### src/shared/qbsi_pkg.sv
// package for the processor-bus slave image translation block
package qbsi_pkg;

    // register offsets
    localparam logic [11:0] OFF_IMG0_CTL = 12'hf00;
    localparam logic [11:0] OFF_IMG0_XLAT = 12'hf04;
    localparam logic [11:0] OFF_IMG1_CTL = 12'hf10;
    localparam logic [11:0] OFF_IMG1_XLAT = 12'hf14;

    // control register fields
    localparam int POS_POST = 31;
    localparam int POS_IO = 24;
    localparam int POS_PREF = 23;

    // translation register fields
    localparam int POS_TA_LO = 16;
    localparam int POS_SIZE_LO = 4;
    localparam int POS_XEN = 0;

    localparam logic [31:0] CTL_MASK = 32'h8180_0000;
    localparam logic [31:0] XLAT_MASK = 32'hffff_00f1;
    localparam logic [31:0] REG_RESET = 32'h0000_0000;

    // pipeline latency from request to answer, in cycles
    localparam int ANSWER_LAT = 1;

    typedef enum {
        CYC_DELAYED_READ,
        CYC_PREFETCH_READ,
        CYC_DELAYED_WRITE,
        CYC_POSTED_WRITE,
        CYC_BUS_ERROR
    } cycle_kind_t;

    typedef struct packed {
        logic post_allow;
        logic io_space;
        logic prefetch_allow;
    } image_ctl_t;

    typedef struct packed {
        logic [15:0] translation_address;
        logic [3:0] window_size_code;
        logic enable;
    } image_xlat_t;

    typedef struct packed {
        logic [31:0] addr;
        logic write;
        logic burst;
        logic image_choice;
    } access_req_t;

endpackage

### src/core/qbsi_image_xlat.sv
// slave image select, cycle decode and address translation
`timescale 1ns/1ns

// Operation
// - translated range of the PCI address comes from the translation address field
// - translation is applied only while the image translation enable is set
// - size code n translates lines 31 down to 16 plus n
// - chip select with image choice 1 uses image 1 settings
// - chip select with image choice 0 uses image 0 settings
// - io space bit picks I/O space when 1, memory when 0
// - single read prefetches only with prefetch allowed in memory space
// - burst read is delayed in memory space, bus error in I/O space
// - single write posts only with posting allowed in memory space
// - burst write posts in memory space, bus error in I/O space
// - image 1 registers reset to zero on general reset, no EEPROM load
// - image 0 translation resets on PCI reset and can load from EEPROM
// - image 0 posting and space bits load from EEPROM, prefetch does not
module qbsi_image_xlat (
    // clock, resets, enable
    input wire logic mclk_i,
    input wire logic resetn_i,
    input wire logic pci_resetn_i,
    input wire logic clk_en_i,
    // register port
    input wire logic reg_sel_i,
    input wire logic reg_wr_i,
    input wire logic [11:0] reg_addr_i,
    input wire logic [31:0] reg_wdata_i,
    // serial EEPROM load for image 0
    input wire logic ee_load_i,
    input wire logic [31:0] ee_ctl_i,
    input wire logic [31:0] ee_xlat_i,
    // processor-bus access
    input wire logic bridge_chip_select_i,
    input wire qbsi_pkg::access_req_t req_i,
    // answers
    output logic [31:0] reg_rdata_o,
    output logic pci_valid_o,
    output logic [31:0] pci_addr_o,
    output logic pci_io_space_o,
    output qbsi_pkg::cycle_kind_t cycle_kind_o,
    output logic bus_error_o
);

    ////////////////////////////////////////////////////////////////////////
    // registers
    logic [31:0] img0_ctl_r, img0_ctl_nxt;
    logic [31:0] img0_xlat_r, img0_xlat_nxt;
    logic [31:0] img1_ctl_r, img1_ctl_nxt;
    logic [31:0] img1_xlat_r, img1_xlat_nxt;
    logic [31:0] reg_rdata_r, reg_rdata_nxt;

    always_comb begin
        img0_ctl_nxt = img0_ctl_r;
        img0_xlat_nxt = img0_xlat_r;
        img1_ctl_nxt = img1_ctl_r;
        img1_xlat_nxt = img1_xlat_r;
        reg_rdata_nxt = 32'h0000_0000;
        if (ee_load_i) begin
            // prefetch allow keeps its value, only post and space load
            img0_ctl_nxt = (ee_ctl_i & qbsi_pkg::CTL_MASK & ~(32'h1 << qbsi_pkg::POS_PREF))
                | (img0_ctl_r & (32'h1 << qbsi_pkg::POS_PREF));
            img0_xlat_nxt = ee_xlat_i & qbsi_pkg::XLAT_MASK;
        end else if (reg_sel_i && reg_wr_i) begin
            case (reg_addr_i)
                qbsi_pkg::OFF_IMG0_CTL: img0_ctl_nxt = reg_wdata_i & qbsi_pkg::CTL_MASK;
                qbsi_pkg::OFF_IMG0_XLAT: img0_xlat_nxt = reg_wdata_i & qbsi_pkg::XLAT_MASK;
                qbsi_pkg::OFF_IMG1_CTL: img1_ctl_nxt = reg_wdata_i & qbsi_pkg::CTL_MASK;
                qbsi_pkg::OFF_IMG1_XLAT: img1_xlat_nxt = reg_wdata_i & qbsi_pkg::XLAT_MASK;
                default: ;
            endcase
        end
        if (reg_sel_i && !reg_wr_i) begin
            case (reg_addr_i)
                qbsi_pkg::OFF_IMG0_CTL: reg_rdata_nxt = img0_ctl_r;
                qbsi_pkg::OFF_IMG0_XLAT: reg_rdata_nxt = img0_xlat_r;
                qbsi_pkg::OFF_IMG1_CTL: reg_rdata_nxt = img1_ctl_r;
                qbsi_pkg::OFF_IMG1_XLAT: reg_rdata_nxt = img1_xlat_r;
                default: reg_rdata_nxt = 32'h0000_0000;
            endcase
        end
    end

    // image 0 lives in the PCI reset domain
    always_ff @(posedge mclk_i or negedge pci_resetn_i) begin
        if (!pci_resetn_i) begin
            img0_ctl_r <= qbsi_pkg::REG_RESET;
            img0_xlat_r <= qbsi_pkg::REG_RESET;
        end else if (clk_en_i) begin
            img0_ctl_r <= img0_ctl_nxt;
            img0_xlat_r <= img0_xlat_nxt;
        end
    end

    always_ff @(posedge mclk_i or negedge resetn_i) begin
        if (!resetn_i) begin
            img1_ctl_r <= qbsi_pkg::REG_RESET;
            img1_xlat_r <= qbsi_pkg::REG_RESET;
            reg_rdata_r <= 32'h0000_0000;
        end else if (clk_en_i) begin
            img1_ctl_r <= img1_ctl_nxt;
            img1_xlat_r <= img1_xlat_nxt;
            reg_rdata_r <= reg_rdata_nxt;
        end
    end

    assign reg_rdata_o = reg_rdata_r;

    ////////////////////////////////////////////////////////////////////////
    // access decode and translation
    qbsi_pkg::image_ctl_t ctl_sel;
    qbsi_pkg::image_xlat_t xl_sel;
    logic [31:0] xmask;
    logic [31:0] addr_nxt;
    qbsi_pkg::cycle_kind_t kind_nxt;

    logic pci_valid_r, pci_valid_nxt;
    logic [31:0] pci_addr_r;
    logic pci_io_r;
    qbsi_pkg::cycle_kind_t kind_r;
    logic berr_r, berr_nxt;

    always_comb begin
        if (req_i.image_choice) begin
            ctl_sel = {img1_ctl_r[qbsi_pkg::POS_POST], img1_ctl_r[qbsi_pkg::POS_IO],
                img1_ctl_r[qbsi_pkg::POS_PREF]};
            xl_sel = {img1_xlat_r[31:16], img1_xlat_r[7:4], img1_xlat_r[qbsi_pkg::POS_XEN]};
        end else begin
            ctl_sel = {img0_ctl_r[qbsi_pkg::POS_POST], img0_ctl_r[qbsi_pkg::POS_IO],
                img0_ctl_r[qbsi_pkg::POS_PREF]};
            xl_sel = {img0_xlat_r[31:16], img0_xlat_r[7:4], img0_xlat_r[qbsi_pkg::POS_XEN]};
        end
    end

    // one mask bit per address line translated
    genvar gi;
    generate
        for (gi = 0; gi < 32; gi++) begin : g_mask
            if (gi < qbsi_pkg::POS_TA_LO) begin : g_lo
                assign xmask[gi] = 1'b0;
            end else begin : g_hi
                assign xmask[gi] = xl_sel.enable
                    && ((gi - qbsi_pkg::POS_TA_LO) >= int'(xl_sel.window_size_code));
            end
        end
    endgenerate

    always_comb begin
        addr_nxt = (req_i.addr & ~xmask)
            | ({xl_sel.translation_address, 16'h0000} & xmask);
        pci_valid_nxt = bridge_chip_select_i;
        berr_nxt = 1'b0;
        case ({req_i.write, req_i.burst})
            2'b00: kind_nxt = (ctl_sel.prefetch_allow && !ctl_sel.io_space)
                ? qbsi_pkg::CYC_PREFETCH_READ : qbsi_pkg::CYC_DELAYED_READ;
            2'b01: kind_nxt = ctl_sel.io_space ? qbsi_pkg::CYC_BUS_ERROR : qbsi_pkg::CYC_DELAYED_READ;
            2'b10: kind_nxt = (ctl_sel.post_allow && !ctl_sel.io_space)
                ? qbsi_pkg::CYC_POSTED_WRITE : qbsi_pkg::CYC_DELAYED_WRITE;
            2'b11: kind_nxt = ctl_sel.io_space ? qbsi_pkg::CYC_BUS_ERROR : qbsi_pkg::CYC_POSTED_WRITE;
            default: kind_nxt = qbsi_pkg::CYC_DELAYED_READ;
        endcase
        if (bridge_chip_select_i && kind_nxt == qbsi_pkg::CYC_BUS_ERROR) begin
            berr_nxt = 1'b1;
            pci_valid_nxt = 1'b0;
        end
    end

    always_ff @(posedge mclk_i or negedge resetn_i) begin
        if (!resetn_i) begin
            pci_valid_r <= 1'b0;
            pci_addr_r <= 32'h0000_0000;
            pci_io_r <= 1'b0;
            kind_r <= qbsi_pkg::CYC_DELAYED_READ;
            berr_r <= 1'b0;
        end else if (clk_en_i) begin
            pci_valid_r <= pci_valid_nxt;
            pci_addr_r <= addr_nxt;
            pci_io_r <= ctl_sel.io_space;
            kind_r <= kind_nxt;
            berr_r <= berr_nxt;
        end
    end

    assign pci_valid_o = pci_valid_r;
    assign pci_addr_o = pci_addr_r;
    assign pci_io_space_o = pci_io_r;
    assign cycle_kind_o = kind_r;
    assign bus_error_o = berr_r;

    ////////////////////////////////////////////////////////////////////////
    // checks
    chk_img1_reset_zero: assert property (@(posedge mclk_i) !resetn_i |-> ##1 (img1_ctl_r == 32'h0 || !resetn_i))
        else $error("image 1 control not zero under reset");
    chk_burst_io_error: assert property (@(posedge mclk_i) disable iff (!resetn_i)
        (clk_en_i && bridge_chip_select_i && req_i.burst && ctl_sel.io_space) |=> (bus_error_o && !pci_valid_o))
        else $error("burst to io space without bus error");
    chk_burst_wr_post: assert property (@(posedge mclk_i) disable iff (!resetn_i)
        (clk_en_i && bridge_chip_select_i && req_i.burst && req_i.write && !ctl_sel.io_space)
        |=> (pci_valid_o && cycle_kind_o == qbsi_pkg::CYC_POSTED_WRITE))
        else $error("memory burst write not posted");
    chk_single_wr_post: assert property (@(posedge mclk_i) disable iff (!resetn_i)
        (clk_en_i && !req_i.burst && req_i.write) |=> ((cycle_kind_o == qbsi_pkg::CYC_POSTED_WRITE)
        == ($past(ctl_sel.post_allow) && !$past(ctl_sel.io_space))))
        else $error("single write posting wrong");
    chk_single_rd_pref: assert property (@(posedge mclk_i) disable iff (!resetn_i)
        (clk_en_i && !req_i.burst && !req_i.write) |=> ((cycle_kind_o == qbsi_pkg::CYC_PREFETCH_READ)
        == ($past(ctl_sel.prefetch_allow) && !$past(ctl_sel.io_space))))
        else $error("single read prefetch wrong");
    chk_no_xlat_pass: assert property (@(posedge mclk_i) disable iff (!resetn_i)
        (clk_en_i && !xl_sel.enable) |=> (pci_addr_o == $past(req_i.addr)))
        else $error("address changed with translation off");
    chk_low_lines_pass: assert property (@(posedge mclk_i) disable iff (!resetn_i)
        clk_en_i |=> (pci_addr_o[15:0] == $past(req_i.addr[15:0])))
        else $error("low address lines altered");
    chk_top_line_xlat: assert property (@(posedge mclk_i) disable iff (!resetn_i)
        (clk_en_i && xl_sel.enable) |=> (pci_addr_o[31] == $past(xl_sel.translation_address[15])))
        else $error("line 31 not translated");
    chk_size_boundary: assert property (@(posedge mclk_i) disable iff (!resetn_i)
        (clk_en_i && xl_sel.enable && xl_sel.window_size_code == 4'hf)
        |=> (pci_addr_o[30:0] == $past(req_i.addr[30:0])))
        else $error("size code 15 translated more than line 31");
    chk_io_space_out: assert property (@(posedge mclk_i) disable iff (!resetn_i)
        (clk_en_i && req_i.image_choice) |=> (pci_io_space_o == $past(img1_ctl_r[qbsi_pkg::POS_IO])))
        else $error("image 1 space bit not used");

    cov_posted: cover property (@(posedge mclk_i) pci_valid_o && cycle_kind_o == qbsi_pkg::CYC_POSTED_WRITE);
    cov_berr: cover property (@(posedge mclk_i) bus_error_o);
    cov_prefetch: cover property (@(posedge mclk_i) pci_valid_o && cycle_kind_o == qbsi_pkg::CYC_PREFETCH_READ);
    cov_ee_load: cover property (@(posedge mclk_i) ee_load_i && clk_en_i);

endmodule

### config.mk
export PLATFORM = sky130hd
export DESIGN_NAME = qbsi_image_xlat
export DESIGN_NICKNAME = d
export VERILOG_FILES = /design/src/shared/qbsi_pkg.sv /design/src/core/qbsi_image_xlat.sv
export SDC_FILE = /design/constraint.sdc
export NUM_CORES = 1
export LEC_CHECK = 0
export BUFFER_PORTS_ARGS = -buffer_cell sky130_fd_sc_hd__buf_2
export CAP_MARGIN = 20
export CORE_AREA = 10 10 132 146
export DETAILED_ROUTE_END_ITERATION = 8
export DIE_AREA = 0 0 142 156
export PLACE_DENSITY = 0.74
export SLEW_MARGIN = 20
export SYNTH_ARGS = -nofsm -noshare
export SYNTH_HDL_FRONTEND = slang
export SYNTH_SLANG_ARGS = --single-unit
### constraint.sdc
create_clock -name mclk_i -period 3.3 [get_ports mclk_i]
set_clock_uncertainty 0.2 [all_clocks]
set_input_delay 0.66 -clock mclk_i [delete_from_list [all_inputs] [get_ports mclk_i]]
set_output_delay 0.66 -clock mclk_i [all_outputs]
set_load 0.01 [all_outputs]
==> flow_summary.ini, run 1 <==
[global_route]
grt_remaining_overflow = 0
grt_use_total_pct = 14.7
via_count_of_the_first_global_routing_pass = 4546
initial_antenna_violation_count = 5
grt_first_pass_wirelength_mm = 25.8
grt_max_degree = 46

[critical_path]
endpoint_kind = register
path_class = input pin to register
max_stage_delay_ns = 0.37
worst-endpoint-arrival_ns = 2.26
cpMaxStageDelayCell = sky130_fd_sc_hd__mux2_2
setup.worst_path.start_class = input pin
timing.critical_path.cells = buf_2 > nor4_1 > and3_1 > a32o_1 > buf_4 > mux2_2
worstPathMaxFanout = 13
worst-endpoint-required_ns = 3.34
register_to_register_setup_slack_ns = 1.11

[clock_tree]
cts_buffers = 9
worst_skew_pair.late_latency_ns = 0.35
postCtsHoldBufs = 0
postCtsSetupRepairBufs = 0
post_cts_resize_count = 0
cts.sink_count = 107
cts.clk_slew.worst_paths_ns = 0.07
ctsLongestPathBuffers = 2
clk_root_buffer_cell = sky130_fd_sc_hd__clkbuf_16
cts_tree = done
htree_num_levels = 3

[detailed_routing]
first_pass_iters = 5
vias_per_cell = 5.09
detail_route.wirelength_mm = 16.5
drt-wirelength-per-cell_um = 19.9
vias = 4239
remaining_drc_errors = 0
antenna_violating_nets_post_route = 0
detail_route.iter0.violations = 149

[power_and_ir_drop]
power_report.internal_total_mw = 2.38
worst_ir_drop_vdd_mv = 0.219
power.share.combinational_pct = 16.7
net_switching_component_of_the_power_mw = 0.855
leakagePower_nw = 3.29
power.share.switching_pct = 26.4
pwr-share-clk_pct = 36.9
power_density_over_cell_area_nw_per_um2 = 475
total_power_mw = 3.24
power.share.sequential_pct = 46.4

[logic_synthesis]
ys_top_cells_by_area = sky130_fd_sc_hd__dfrtp_1 (48%), sky130_fd_sc_hd__mux2_2 (17%), sky130_fd_sc_hd__buf_4 (5.3%)
synth_edf_count = 0
ys_seq_elements = 107
async_reset_ff_share_pct = 100
syn_area_um2 = 5620
synth_sequential_area_ratio_pct = 47.6
synth_cell_types = 58
synthMostInstantiatedCell = sky130_fd_sc_hd__dfrtp_1
top_ff_cell_synth = sky130_fd_sc_hd__dfrtp_1
yosys-top-cells-count = sky130_fd_sc_hd__dfrtp_1 (107), sky130_fd_sc_hd__mux2_2 (86), sky130_fd_sc_hd__buf_4 (40)
post_synthesis_cell_type_with_the_largest_combined_area = sky130_fd_sc_hd__dfrtp_1
syn-mean-instance-area_um2 = 11.9
yosys_warns = 0
synthesis.instances = 472
yosys.area.top_type_share_pct = 47.6

[floorplanning]
design.core.area_um2 = 16200
die-height_um = 156
die_w_um = 142
top_level_i_o_count = 250
placementRows = 49
start_util_pct = 34.7
floorplan.die_area_um2 = 22200

[sta]
setup_ws_ns = 1.08
report.final.slew_viol_count = 0
setup_viol = 0
hold_violations = 0
fmaxAchievable_mhz = 450
rsz0062_at_grt = false
layout_worst_path_cycle_share_pct = 67.3
worst_pin_slew_ns = 0.700
max-slew-margin-rel_pct = 52.9
layout_min_cycle_time_ns = 2.22
fin_setup_tns_ns = 0

[placed_design]
io_buffer_count = 157
dpl_worst_slack_ns = 0.699
hpwlAfterDp_mm = 12.6
routabilityCongestion = 0.801

[finish]
area_growth_syn_to_layout_pct = 21.2
drive_above_1_share_pct = 45.9
nets = 772

[run_status]
run_status = finished, final reports clean

[run]
maxCapViolations = 0

[min_path]
hp-class = input pin to async pin
## metrics by stage
stage,cell area [µm²],instances,util (%),hold slack [ns]
after global placement,6480,814,40.1,0.264
after CTS,6810,829,42.1,0.112
after floorplan,5770,511,-,0.164
final,6820,832,42.1,0.0927
after detailed placement,6480,814,40.1,0.268
after global routing,6820,831,42.1,0.117
## state kept, by name, summed over array words and instances, names as in the netlist
name / flops
pci_io_space_o: 1
pci_addr_o: 32
img0_ctl_r: 3
img1_ctl_r: 3
reg_rdata_o: 21
pci_valid_o: 1
bus_error_o: 1
img0_xlat_r: 21
cycle_kind_o: 3
img1_xlat_r: 21
## power by group through the flow
stage                     Clock, mW  Combinational (mW)  Sequential, mW
after floorplan                   0               0.338            1.52
after global placement            0               0.540            1.52
after detailed placement          0               0.548            1.53
after CTS                      1.23               0.551            1.50
after global routing           1.29               0.601            1.52
final                          1.19               0.540            1.50
## worst max-delay path, delay by kind of cell
| kind | cells | cell delay (ns) |
|---|---|---|
| AO/OA/AOI/OAI | 1 | 0.23 |
| buffers and inverters | 2 | 0.33 |
| multiplexers | 1 | 0.37 |
| AND/OR/NAND/NOR | 2 | 0.66 |
## cells in the final DEF, fill, tap and decap left out, types with 4 or more instances in the layout
cell type / synthesis / final
sky130_fd_sc_hd__nand3_1: 7 / 7
sky130_fd_sc_hd__clkbuf_16: 0 / 9
sky130_fd_sc_hd__nor3b_1: 4 / 4
sky130_fd_sc_hd__o221ai_1: 4 / 4
sky130_fd_sc_hd__dfrtp_1: 107 / 107
sky130_fd_sc_hd__o21ai_0: 11 / 11
sky130_fd_sc_hd__buf_4: 40 / 15
sky130_fd_sc_hd__a22o_1: 4 / 4
sky130_fd_sc_hd__nand2_1: 13 / 13
sky130_fd_sc_hd__mux2_2: 86 / 86
sky130_fd_sc_hd__o2bb2ai_1: 25 / 25
sky130_fd_sc_hd__buf_2: 13 / 156
sky130_fd_sc_hd__nand2b_1: 5 / 5
sky130_fd_sc_hd__conb_1: 1 / 40
sky130_fd_sc_hd__nor2_1: 15 / 15
sky130_fd_sc_hd__mux2i_1: 18 / 18
sky130_fd_sc_hd__nor2b_1: 6 / 6
sky130_fd_sc_hd__a21oi_1: 6 / 6
sky130_fd_sc_hd__nor3_1: 4 / 4
sky130_fd_sc_hd__inv_1: 5 / 5
sky130_fd_sc_hd__and3_1: 4 / 4
sky130_fd_sc_hd__a22oi_1: 18 / 18
## per-layer routing
metal,wire length [µm],global-route usage [%],up-vias
met5,26,0,-
met4,133,4.34,4
met3,1640,5.82,12
met2,7940,23.9,159
met1,6810,17.5,2086
li1,-,-,1978
## cell type report
class / count / area (µm²)
Inverter: 5 / 18.8
Clock buffer: 11 / 253
Multi-Input combinational cell: 326 / 2620
Antenna cell: 3 / 7.51
Clock inverter: 4 / 73.8
Timing Repair Buffer: 172 / 913
Tap cell: 204 / 255
Fill cell: 1595 / 9370
Sequential cell: 107 / 2680
## worst paths after layout
path / startpoint / to / cells after the start
setup / recovery: reg_addr_i[3] / img0_xlat_r[21]$_DFFE_PN0P_ / 6
hold / removal: resetn_i / reg_rdata_o[25]$_DFFE_PN0P_ / 1
max in group asynchronous: resetn_i / pci_addr_o[10]$_DFFE_PN0P_ / 2
hold reg to reg: pci_addr_o[19]$_DFFE_PN0P_ / pci_addr_o[19]$_DFFE_PN0P_ / 2
min in group mclk_i: pci_addr_o[19]$_DFFE_PN0P_ / pci_addr_o[19]$_DFFE_PN0P_ / 2
setup reg to reg: img1_xlat_r[0]$_DFFE_PN0P_ / pci_addr_o[29]$_DFFE_PN0P_ / 4
## cells by family after synthesis
| group | synth area share [%] |
|---|---|
| AOI/OAI and AO/OA | 13.0 |
| buffers and inverters | 8.43 |
| DFF | 47.6 |
| muxes | 22.2 |
| and+or+nand+nor | 8.65 |
| other | 0.0667 |
Power figures use the tool's default switching activity.
==> run 2, diff against run 1 <==
==> constraint.sdc (replaced) <==
create_clock -name mclk_i -period 2.2 [get_ports mclk_i]
set_clock_uncertainty 0.2 [all_clocks]
set_input_delay 0.44 -clock mclk_i [delete_from_list [all_inputs] [get_ports mclk_i]]
set_output_delay 0.44 -clock mclk_i [all_outputs]
set_load 0.01 [all_outputs]
==> flow_summary.ini, run 2 (synthesis results as in run 1) <==
[critical_path]
worst-endpoint-arrival_ns = 2.06
worstPathMaxFanout = 7
register_to_register_setup_slack_ns = 0.18
timing.rr.start = img1_xlat_r[0]$_DFFE_PN0P_
setup.worst_path.start_class = register
max_stage_delay_ns = 0.53
path_class = register to register
worst-endpoint-required_ns = 2.24
worst-r2r-cell-count = 4
worstReg2RegEnd = pci_addr_o[28]$_DFFE_PN0P_
timing.critical_path.cells = and3b_1 > or4_4 > o31a_1 > a22o_1
cpMaxStageDelayCell = sky130_fd_sc_hd__or4_4
endpoint_kind = register

[sta]
setup_viol = 0
max-slew-margin-rel_pct = 57.9
fmaxAchievable_mhz = 494
rsz0062_at_grt = false
hold_violations = 0
worst_pin_slew_ns = 0.631
fin_setup_tns_ns = 0
layout_worst_path_cycle_share_pct = 92.0
setup_ws_ns = 0.177
report.final.slew_viol_count = 0
layout_min_cycle_time_ns = 2.02

[run_status]
run_status = finished, final reports clean

[clock_tree]
worst_skew_pair.late_latency_ns = 0.35
cts.clk_slew.worst_paths_ns = 0.07
cts.sink_count = 107
post_cts_resize_count = 0
ctsLongestPathBuffers = 2
cts_tree = done
cts_buffers = 9
clk_root_buffer_cell = sky130_fd_sc_hd__clkbuf_16
htree_num_levels = 3

[global_route]
globalRoute.busiestLayer = met2
use_met2_pct = 25.2
grt_first_pass_wirelength_mm = 26.5
initial_antenna_violation_count = 2
via_count_of_the_first_global_routing_pass = 4623
groute.layer.met3.usage_pct = 5.05
gr-usage-met1_pct = 18.2
grt_max_degree = 38
grt_remaining_overflow = 0
grt_use_total_pct = 15.2

[detailed_routing]
detail_route.iter0.violations = 200
antenna_violating_nets_post_route = 0
remaining_drc_errors = 0
vias = 4373
drt-wirelength-per-cell_um = 20.2
first_pass_iters = 5
vias_per_cell = 5.14
detail_route.wirelength_mm = 17.2

[floorplanning]
top_level_i_o_count = 250
start_util_pct = 34.7
design.core.area_um2 = 16200
floorplan.die_area_um2 = 22200
die_w_um = 142
die-height_um = 156
placementRows = 49

[min_path]
hold-path-endpoint = pci_addr_o[5]$_DFFE_PN0P_
worstHoldPathCells = 2
hp-class = input pin to register
timing.hold.worst.start = req_i[8]

[placed_design]
io_buffer_count = 157
hpwlAfterDp_mm = 13.2
dpl_worst_slack_ns = -0.109
dp.cells = 832
routabilityCongestion = 0.850

[finish]
layout.filler_cells = 1583
seqCellArea_um2 = 2680
nets = 792
multi_input_comb_area_um2 = 2620
finish.cell_count_without_fillers = 850
largest_register_ff_count = 32
layout_common_cells = sky130_fd_sc_hd__buf_2 (156), sky130_fd_sc_hd__dfrtp_1 (107), sky130_fd_sc_hd__mux2_2 (86), sky130_fd_sc_hd__conb_1 (40), sky130_fd_sc_hd__buf_4 (30)
drive_above_1_share_pct = 47.1
area_growth_syn_to_layout_pct = 23.6
layout_commonest_cell = sky130_fd_sc_hd__buf_2
final_core_util_pct = 42.9

[power_and_ir_drop]
leakagePower_nw = 3.37
worst_ir_drop_vdd_mv = 0.358
power_density_over_cell_area_nw_per_um2 = 668

[run]
maxCapViolations = 0
[run 2: how the worst max path moves through the flow]
stage | from | end | cells past startpoint
global placement | reg_addr_i[3] | img0_xlat_r[4]$_DFFE_PN0P_ | 6
global route | img1_xlat_r[0]$_DFFE_PN0P_ | pci_addr_o[20]$_DFFE_PN0P_ | 5
detailed placement | reg_addr_i[3] | img0_xlat_r[5]$_DFFE_PN0P_ | 6
floorplan | clk_en_i | img0_xlat_r[0]$_DFFE_PN0P_ | 6
finish | img1_xlat_r[0]$_DFFE_PN0P_ | pci_addr_o[28]$_DFFE_PN0P_ | 4
CTS | img1_xlat_r[0]$_DFFE_PN0P_ | pci_addr_o[28]$_DFFE_PN0P_ | 4
[run 2: area by class of cell]
type	count	share of cell area (%)
sequential	107	38.5
multi-input combinational	326	37.7
timing repair buffer	192	15.9
tap	204	3.67
clock buffer	11	3.49
clock inverter	4	0.396
inverter	5	0.270
antenna	1	0.0360
[run 2: power breakdown]
| group | internal, mW | switching, mW | total [mW] |
|---|---|---|---|
| Sequential | 2.13 | 0.125 | 2.25 |
| Combinational | 0.421 | 0.437 | 0.858 |
| Clock | 0.792 | 0.738 | 1.53 |
| Total | 3.34 | 1.30 | 4.64 |
[run 2: worst max-delay path, delay by kind of cell (launching register included)]
family / cells / cell delay, ns
AND/OR/NAND/NOR: 2 / 0.76
flip-flops: 1 / 0.47
AO/OA/AOI/OAI: 2 / 0.48
[run 2: metal layers]
metal,vias to the layer above,share of wire [%]
li1,2018,-
met3,15,9.7
met2,183,49
met5,-,0.076
met4,2,0.94
met1,2155,40
[run 2: stage by stage]
step / total power, mW / area (µm²) / hold WS, ns
3_5_place_dp: 3.15 / 6660 / 0.131
4_1_cts: 4.70 / 6950 / 0.103
3_3_place_gp: 3.13 / 6660 / 0.125
6_report: 4.64 / 6950 / 0.116
2_1_floorplan: 2.79 / 5770 / -0.0556
5_1_grt: 4.87 / 6950 / 0.104
[run 2: repair_timing]
item,CTS,global route
endpoints found under the setup margin,0,0
hold buffers,2,0
setup buffers,0,0
hold endpoints to repair,37,0
